`config.mk`:
```
export PLATFORM = sky130hd
export DESIGN_NAME = isf_status_flags
export DESIGN_NICKNAME = d
export VERILOG_FILES = /design/src/hw/isf_pkg.sv /design/src/hw/isf_status_flags.sv
export SDC_FILE = /design/constraint.sdc
export NUM_CORES = 1
export LEC_CHECK = 0
export BUFFER_PORTS_ARGS = -buffer_cell sky130_fd_sc_hd__buf_4
export CORE_ASPECT_RATIO = 1.2
export CORE_MARGIN = 1
export CORE_UTILIZATION = 29
export CTS_CLUSTER_DIAMETER = 80
export DETAILED_ROUTE_END_ITERATION = 16
export SYNTH_ARGS = -nofsm -noshare
export SYNTH_HDL_FRONTEND = slang
export SYNTH_SLANG_ARGS = --single-unit
export TNS_END_PERCENT = 5
```
`constraint.sdc`:
```
create_clock -name core_clk -period 3.4 [get_ports core_clk]
set_input_delay 1.02 -clock core_clk [delete_from_list [all_inputs] [get_ports core_clk]]
set_output_delay 1.02 -clock core_clk [all_outputs]
set_load 0.01 [all_outputs]
```
`src/hw/isf_pkg.sv`:
```
// constants for the two-wire bus controller status-flag block
// assumes a single core clock and a plain register port from the cpu side

package isf_pkg;

  localparam int DATA_W = 16;

  // ==========================================
  // register offsets (byte addresses)
  localparam logic [7:0] OFS_STATUS = 8'h00;
  localparam logic [7:0] OFS_MODE = 8'h04;
  localparam logic [7:0] OFS_ISRC = 8'h08;
  localparam logic [7:0] OFS_RXHOLD = 8'h0C;
  localparam logic [7:0] OFS_TXHOLD = 8'h10;
  localparam logic [7:0] OFS_IRQ_STAT = 8'h14;
  localparam logic [7:0] OFS_IRQ_MASK = 8'h18;

  // ==========================================
  // status bit positions
  localparam int ST_OVERRUN = 11;
  localparam int ST_TX_NOT_EMPTY = 10;
  localparam int ST_ADDR_TARGET = 9;
  localparam int ST_GEN_CALL = 8;
  localparam int ST_STOP = 5;
  localparam int ST_TX_READY = 4;
  localparam int ST_RX_READY = 3;

  // ==========================================
  // mode control bit positions
  localparam int MD_RUN = 0;
  localparam int MD_TEN_BIT = 1;
  localparam int MD_FREE_FMT = 2;
  localparam int MD_FIFO = 3;
  localparam logic [3:0] MODE_RESET = 4'h0;

  // ==========================================
  // interrupt event bit positions
  localparam int EV_W = 5;
  localparam int IE_OVERRUN = 0;
  localparam int IE_UNDERFLOW = 1;
  localparam int IE_ADDR_TARGET = 2;
  localparam int IE_STOP = 3;
  localparam int IE_TX_READY = 4;

  // ==========================================
  // interrupt source codes
  localparam logic [2:0] ISRC_NONE = 3'h0;
  localparam logic [2:0] ISRC_STOP = 3'h6;

  // ==========================================
  // flag values taken on module reset
  localparam logic TX_NOT_EMPTY_RESET = 1'b1;
  localparam logic TX_READY_RESET = 1'b1;

endpackage : isf_pkg

```
`src/hw/isf_status_flags.sv`:
```
// status-flag logic of a two-wire bus controller
// assumes the shift engine reports bus events as one-cycle pulses on core_clk
// and stops shifting receive data while rx_stall is high
//
// The address-and-strobe port and the address map were chosen for this implementation.

`timescale 1ns/10ps

module isf_status_flags #(
  parameter int ADDR_W = 8
) (
  // clock and reset
  input wire logic core_clk,
  input wire logic rst_b,
  input wire logic clk_en,
  // register port
  input wire logic [ADDR_W-1:0] reg_addr,
  input wire logic [isf_pkg::DATA_W-1:0] reg_wdata,
  input wire logic reg_wr,
  input wire logic reg_rd,
  input wire logic reg_dbg,
  output logic [isf_pkg::DATA_W-1:0] reg_rdata,
  // interrupt
  output logic irq,
  // receive side of the shift engine
  input wire logic rx_byte_done,
  input wire logic [7:0] rx_byte,
  output logic rx_stall,
  // transmit side of the shift engine
  input wire logic tx_shift_empty,
  output logic tx_load,
  output logic [7:0] tx_data,
  // bus events from the shift engine
  input wire logic ev_start,
  input wire logic ev_rstart,
  input wire logic ev_stop,
  input wire logic ev_nack,
  input wire logic ev_own_match,
  input wire logic ev_gen_call,
  input wire logic ev_addr_mismatch,
  input wire logic ev_first_byte,
  // mode seen by the shift engine
  output logic module_run,
  output logic ten_bit_mode,
  output logic free_format_select,
  output logic fifo_mode
);

  // ==========================================
  // state
  typedef struct packed {
    logic [3:0] mode;
    logic receive_overrun_flag;
    logic tx_shift_not_empty;
    logic addressed_as_target;
    logic general_call_flag;
    logic stop_detected_flag;
    logic tx_holding_ready;
    logic rx_full;
    logic [7:0] rx_hold;
    logic pend_valid;
    logic [7:0] pend_byte;
    logic tx_valid;
    logic [7:0] tx_hold;
    logic tx_load;
    logic [7:0] tx_data;
    logic [isf_pkg::EV_W-1:0] irq_stat;
    logic [isf_pkg::EV_W-1:0] irq_mask;
    logic irq;
    logic [isf_pkg::DATA_W-1:0] rdata;
  } isf_state_t;

  isf_state_t s_q;
  isf_state_t s_d;

  logic [ADDR_W-1:0] a;
  logic mod_rst;
  logic [isf_pkg::DATA_W-1:0] status_view;
  logic [2:0] isrc_view;
  logic [isf_pkg::EV_W-1:0] ev;
  logic cpu_rd;

  assign a = reg_addr;
  // debug reads see the flags without disturbing them
  assign cpu_rd = reg_rd && !reg_dbg;
  assign mod_rst = !s_q.mode[isf_pkg::MD_RUN];

  // ==========================================
  // read views
  always_comb
  begin
    status_view = '0;
    status_view[isf_pkg::ST_OVERRUN] = s_q.receive_overrun_flag;
    status_view[isf_pkg::ST_TX_NOT_EMPTY] = s_q.tx_shift_not_empty;
    status_view[isf_pkg::ST_ADDR_TARGET] = s_q.addressed_as_target;
    status_view[isf_pkg::ST_GEN_CALL] = s_q.general_call_flag;
    status_view[isf_pkg::ST_STOP] = s_q.stop_detected_flag;
    status_view[isf_pkg::ST_TX_READY] = s_q.tx_holding_ready;
    status_view[isf_pkg::ST_RX_READY] = s_q.rx_full;
    isrc_view = s_q.stop_detected_flag ? isf_pkg::ISRC_STOP : isf_pkg::ISRC_NONE;
  end

  // ==========================================
  // next state
  always_comb
  begin
    s_d = s_q;
    ev = '0;
    s_d.tx_load = 1'b0;

    // mode register survives module reset so software can lift it again
    if (reg_wr && a == ADDR_W'(isf_pkg::OFS_MODE))
    begin
      s_d.mode = reg_wdata[3:0];
    end

    // ---------------- receive path
    if (rx_byte_done)
    begin
      if (!s_q.rx_full || (cpu_rd && a == ADDR_W'(isf_pkg::OFS_RXHOLD) && !s_q.pend_valid))
      begin
        s_d.rx_hold = rx_byte;
        s_d.rx_full = 1'b1;
      end
      else
      begin
        s_d.pend_valid = 1'b1;
        s_d.pend_byte = rx_byte;
        s_d.receive_overrun_flag = 1'b1;
        ev[isf_pkg::IE_OVERRUN] = 1'b1;
      end
    end
    else if (cpu_rd && a == ADDR_W'(isf_pkg::OFS_RXHOLD))
    begin
      s_d.receive_overrun_flag = 1'b0;
      if (s_q.pend_valid)
      begin
        // held-back byte moves up only once the old one is read
        s_d.rx_hold = s_q.pend_byte;
        s_d.pend_valid = 1'b0;
      end
      else
      begin
        s_d.rx_full = 1'b0;
      end
    end

    // ---------------- transmit path
    if (tx_shift_empty)
    begin
      if (s_q.tx_valid)
      begin
        s_d.tx_load = 1'b1;
        s_d.tx_data = s_q.tx_hold;
        s_d.tx_valid = 1'b0;
        if (!s_q.mode[isf_pkg::MD_FIFO])
        begin
          s_d.tx_holding_ready = 1'b1;
          ev[isf_pkg::IE_TX_READY] = 1'b1;
        end
      end
      else
      begin
        // no transfer: the shifter keeps its old byte
        s_d.tx_shift_not_empty = 1'b0;
        ev[isf_pkg::IE_UNDERFLOW] = 1'b1;
      end
    end
    // a write in the same cycle wins over the flag clear; the underflow event is still raised
    if (reg_wr && a == ADDR_W'(isf_pkg::OFS_TXHOLD))
    begin
      s_d.tx_hold = reg_wdata[7:0];
      s_d.tx_valid = 1'b1;
      s_d.tx_shift_not_empty = 1'b1;
      s_d.tx_holding_ready = 1'b0;
    end

    // ---------------- addressed-as-target, clears first so sets win
    if (ev_nack || ev_stop)
    begin
      s_d.addressed_as_target = 1'b0;
    end
    if (!s_q.mode[isf_pkg::MD_TEN_BIT] && ev_rstart)
    begin
      s_d.addressed_as_target = 1'b0;
    end
    if (s_q.mode[isf_pkg::MD_TEN_BIT] && ev_addr_mismatch)
    begin
      s_d.addressed_as_target = 1'b0;
    end
    if (ev_own_match || ev_gen_call || (ev_first_byte && s_q.mode[isf_pkg::MD_FREE_FMT]))
    begin
      s_d.addressed_as_target = 1'b1;
      ev[isf_pkg::IE_ADDR_TARGET] = !s_q.addressed_as_target;
    end

    // ---------------- general call
    if (ev_start || ev_rstart || ev_stop)
    begin
      s_d.general_call_flag = 1'b0;
    end
    if (ev_gen_call)
    begin
      s_d.general_call_flag = 1'b1;
    end

    // ---------------- stop detected
    if (cpu_rd && a == ADDR_W'(isf_pkg::OFS_ISRC) && isrc_view == isf_pkg::ISRC_STOP)
    begin
      s_d.stop_detected_flag = 1'b0;
    end
    if (reg_wr && a == ADDR_W'(isf_pkg::OFS_STATUS) && reg_wdata[isf_pkg::ST_STOP])
    begin
      s_d.stop_detected_flag = 1'b0;
    end
    if (ev_stop)
    begin
      s_d.stop_detected_flag = 1'b1;
      ev[isf_pkg::IE_STOP] = 1'b1;
    end

    // ---------------- interrupt status, write one to clear, set wins
    if (reg_wr && a == ADDR_W'(isf_pkg::OFS_IRQ_STAT))
    begin
      s_d.irq_stat = s_q.irq_stat & ~reg_wdata[isf_pkg::EV_W-1:0];
    end
    if (reg_wr && a == ADDR_W'(isf_pkg::OFS_IRQ_MASK))
    begin
      s_d.irq_mask = reg_wdata[isf_pkg::EV_W-1:0];
    end

    // ---------------- module reset holds the flags at their idle values
    if (mod_rst)
    begin
      s_d.receive_overrun_flag = 1'b0;
      s_d.tx_shift_not_empty = isf_pkg::TX_NOT_EMPTY_RESET;
      s_d.addressed_as_target = 1'b0;
      s_d.general_call_flag = 1'b0;
      s_d.stop_detected_flag = 1'b0;
      s_d.tx_holding_ready = isf_pkg::TX_READY_RESET;
      s_d.rx_full = 1'b0;
      s_d.pend_valid = 1'b0;
      s_d.tx_valid = 1'b0;
      s_d.tx_load = 1'b0;
      ev = '0;
    end
    s_d.irq_stat = s_d.irq_stat | ev;
    s_d.irq = |(s_d.irq_stat & s_d.irq_mask);

    // ---------------- read data, valid only in the cycle after the strobe
    s_d.rdata = '0;
    if (reg_rd)
    begin
      case (a)
        ADDR_W'(isf_pkg::OFS_STATUS): s_d.rdata = status_view;
        ADDR_W'(isf_pkg::OFS_MODE): s_d.rdata = {{(isf_pkg::DATA_W-4){1'b0}}, s_q.mode};
        ADDR_W'(isf_pkg::OFS_ISRC): s_d.rdata = {{(isf_pkg::DATA_W-3){1'b0}}, isrc_view};
        ADDR_W'(isf_pkg::OFS_RXHOLD): s_d.rdata = {8'h00, s_q.rx_hold};
        ADDR_W'(isf_pkg::OFS_TXHOLD): s_d.rdata = {8'h00, s_q.tx_hold};
        ADDR_W'(isf_pkg::OFS_IRQ_STAT): s_d.rdata = {{(isf_pkg::DATA_W-isf_pkg::EV_W){1'b0}}, s_q.irq_stat};
        ADDR_W'(isf_pkg::OFS_IRQ_MASK): s_d.rdata = {{(isf_pkg::DATA_W-isf_pkg::EV_W){1'b0}}, s_q.irq_mask};
        default: s_d.rdata = '0;
      endcase
    end
  end

  // ==========================================
  // registers
  always_ff @(posedge core_clk)
  begin
    if (!rst_b)
    begin
      s_q <= '0;
      s_q.mode <= isf_pkg::MODE_RESET;
      s_q.tx_shift_not_empty <= isf_pkg::TX_NOT_EMPTY_RESET;
      s_q.tx_holding_ready <= isf_pkg::TX_READY_RESET;
    end
    else if (clk_en)
    begin
      s_q <= s_d;
    end
  end

  // ==========================================
  // outputs
  assign reg_rdata = s_q.rdata;
  assign irq = s_q.irq;
  assign rx_stall = s_q.pend_valid;
  assign tx_load = s_q.tx_load;
  assign tx_data = s_q.tx_data;
  assign module_run = s_q.mode[isf_pkg::MD_RUN];
  assign ten_bit_mode = s_q.mode[isf_pkg::MD_TEN_BIT];
  assign free_format_select = s_q.mode[isf_pkg::MD_FREE_FMT];
  assign fifo_mode = s_q.mode[isf_pkg::MD_FIFO];

endmodule : isf_status_flags

```
==> summary.md <==
| Metric | Value |
|---|---|
| Status | finished, final reports clean |
| R2R depth | 4 |
| Post-route minimum period | 2.623 ns |
| Post-Syn Area | around 3500 µm² |
| Share of the synthesized area in the top cell type | 0.3963 |
| Vias in the first global route | between 2000 and 3000 |
| Top delay family on crit path | simple AND/OR/NAND/NOR gates |
| Clk_skew | 0.003459 ns |
| Sequential-to-total area share from yosys stat | 0.3963 |
| Cell taking the most area after synthesis | dfxtp_1 |
| Critical Path RT | about 3.6 ns |
| RePlAce Congestion | 0.8032 |
| Fill count | about 1200 |
| Register-to-register setup slack | roughly 1.5 ns |
| WL final | approximately 9600 µm |
| Initial antenna violation count | 0 |
| Worst path slowest cell | or3_1 |
| Clock Sinks | 69 |
| Crit end category | register |
| RR Endpoint | irq |
| HPWL after DPL | between 7000 and 8000 µm |
| P_leak | 0.001716 µW |
| Fmax | 381.2 MHz |
| Total iterations of the first detailed-routing run | 6 |
| R2r startpoint | module_run |
| Nets@finish | slightly below 500 |
| Drc violations | 0 |
| Worst-Skew Late Latency | approximately 0.33 ns |
| Power Dens Cells | roughly 430 nW/µm² |
| First-pass GRT wire length | ~15000 µm |
| Core area | between 10000 and 15000 µm² |
| DIE AREA | between 10000 and 15000 µm² |
| Hold Path Depth | 2 |
| Routed WL per cell | between 15 and 20 µm |
| CTS clk-pin slew, worst paths | around 0.050 ns |
| CTS H-Tree Depth | 3 |
| VDD IR max | around 0.24 mV |
| WHS Endpoint | tx_data[1] |
| # resized after CTS | 0 |
| Via count | around 3000 |
| Initial Utilization | 0.3000 |
| Post-DRT Antenna Nets | 0 |
| Crit path max fanout | 7 |
| Yosys cell types | 63 |
| Final hold slack | approximately 0.46 ns |
| Post-CTS setup buffers | 0 |
| Critical path buffers and inverters | 1 |
| CP Cell Sequence | buf_4, or3_1, nor3_2, and3_1, mux2i_1, nor2_1 |
| Top cells by area, synth | dfxtp_1 40%, mux2i_1 10%, buf_4 5.2%, nor2_1 4.8%, nand2_1 4.3% |
| Max-cap violations | 0 |
| Final setup vio count | 0 |
| Share of post-route cells with drive strength above 1 | 0.2323 |
| RSZ-0062 raised after global routing | false |
| Max-slew headroom | 0.5941 |
| CTS tree | yes |
| CTS Buffer Depth | 2 |
| Yosys warnings | 0 |
| Chip height | between 100 and 150 µm |
| Post-synth ARST share | 0 |
| Setup_tns | 0 ns |
| Critical Path Source Type | input port |
| Die X | 102.1 µm |
| Drt via density | just over 5 |
| Max-slew violation count | 0 |
| Hold-fix buffers at CTS | 0 |
| Highest-count cells in the layout ignoring fill and taps | 72 x buf_4, 69 x dfxtp_1, 45 x nor2_1 |
| Tot GR Track Use | 0.1635 |
| Gate Count Post-Synth | ~400 |
| Fin. Hold Viols | 0 |
| Post-synth EDFFs | 0 |
| Pwr Total | 1821 µW |
| Top_reg_cell synth | dfxtp_1 |
| Critical path arrival | approximately 2.8 ns |
| Worst Tran Pin Value | a little over 0.6 ns |
| Clock Tree Root | clkbuf_16 |
| Port bufs | 66 |
| Worst hold path class | register to register |
| # rows | 43 |
| Period utilisation layout | 0.7715 |
| Number of diodes | 0 |
| Slowest cell delay on critical path | ~0.5 ns |
| Syn_area_per_cell | ~8.8 µm² |
| Largest net degree at the start of global routing | 40 |
| Syn-to-layout area delta | 21.39% |
| CTS Buf Count | 9 |
| Setup CP Type | input port to register |
| Hold_sp | tx_data[1] |
| Global route overflow | 0 |
| I/O pins | between 70 and 80 |
| Yosys reg bits | between 60 and 70 |
| Most common cell after layout, fill and taps aside | buf_4 |
| Levels on crit path | 6 |
| Starting DRT DRC Count | 125 |
==> tightest hold or removal path: stages (launching register included) <==
cell     delay, ns
dfxtp_1       0.31
nand2_1       0.05
a21oi_1       0.05
==> metrics by stage <==
stage | std cells | area (µm²) | setup slack (ns) | util
2_1_floorplan | 400 | 3497 | 0.7874 | -
3_3_place_gp | 582 | 3964 | 0.4605 | 0.3411
3_5_place_dp | 582 | 3964 | 0.4427 | 0.3411
4_1_cts | 596 | 4232 | 0.7886 | 0.3641
5_1_grt | 596 | 4232 | 0.6724 | 0.3641
6_report | 596 | 4232 | 0.7770 | 0.3641
==> logic make-up after synthesis <==
group / Yosys count / synth area share
AND/OR/NAND/NOR: 138 / 0.1992
buffers and inverters: 53 / 0.08399
AO/OA/AOI/OAI: 88 / 0.1748
other: 1 / 0.001076
XOR/XNOR: 1 / 0.002513
flip-flops: 69 / 0.3963
multiplexers: 47 / 0.1421
==> synth_stat cells, drive strengths merged (9+ instances only) <==
cell type and number:
a22oi 10, mux2 10, o21ai 9, nor2 45
a21oi 28, nand3 10, nand2 40, mux2i 36
clkbuf 20, buf 27, dfxtp 69
==> registers in the layout, summed over array words and instances, names as in the netlist <==
| name | flops |
|---|---|
| s_q | 42 |
| reg_rdata | 12 |
| tx_data | 8 |
| fifo_mode | 1 |
| free_format_select | 1 |
| irq | 1 |
| module_run | 1 |
| rx_stall | 1 |
| ten_bit_mode | 1 |
| tx_load | 1 |
==> power by group <==
group | internal, µW | total (µW) | switching [µW]
sequential | 817 | 822 | 5.04
clock | 525 | 855 | 330
combinational | 63.0 | 144 | 81.2
==> per-layer routing <==
layer  part of all wire  vias to the layer above  global-route usage
met1               0.42                     1437              0.1934
met3              0.046                       21             0.04475
met5                  0                        -                   0
li1                   -                     1475                   -
met4              0.040                        0             0.09286
met2               0.49                       74              0.2643
==> layout make-up <==
class,count,area (µm²),area share
inverters,6,22.52,0.005322
clock buffers,13,260.3,0.06150
well taps,157,196.4,0.04642
clock inverters,1,7.507,0.001774
flip-flops and latches,69,1381,0.3264
repair buffers,72,540.5,0.1277
multi-input cells,278,1823,0.4308
==> how the worst max path moves through the flow <==
stage	end	start	slack, ns
floorplan	irq	reg_addr[5]	0.79
global placement	s_q[42]	reg_addr[5]	0.46
detailed placement	s_q[40]	reg_addr[5]	0.44
CTS	s_q[41]	reg_addr[5]	0.79
global route	s_q[43]	reg_addr[5]	0.67
finish	s_q[41]	reg_addr[5]	0.78
(Power assumes the default switching activity.)
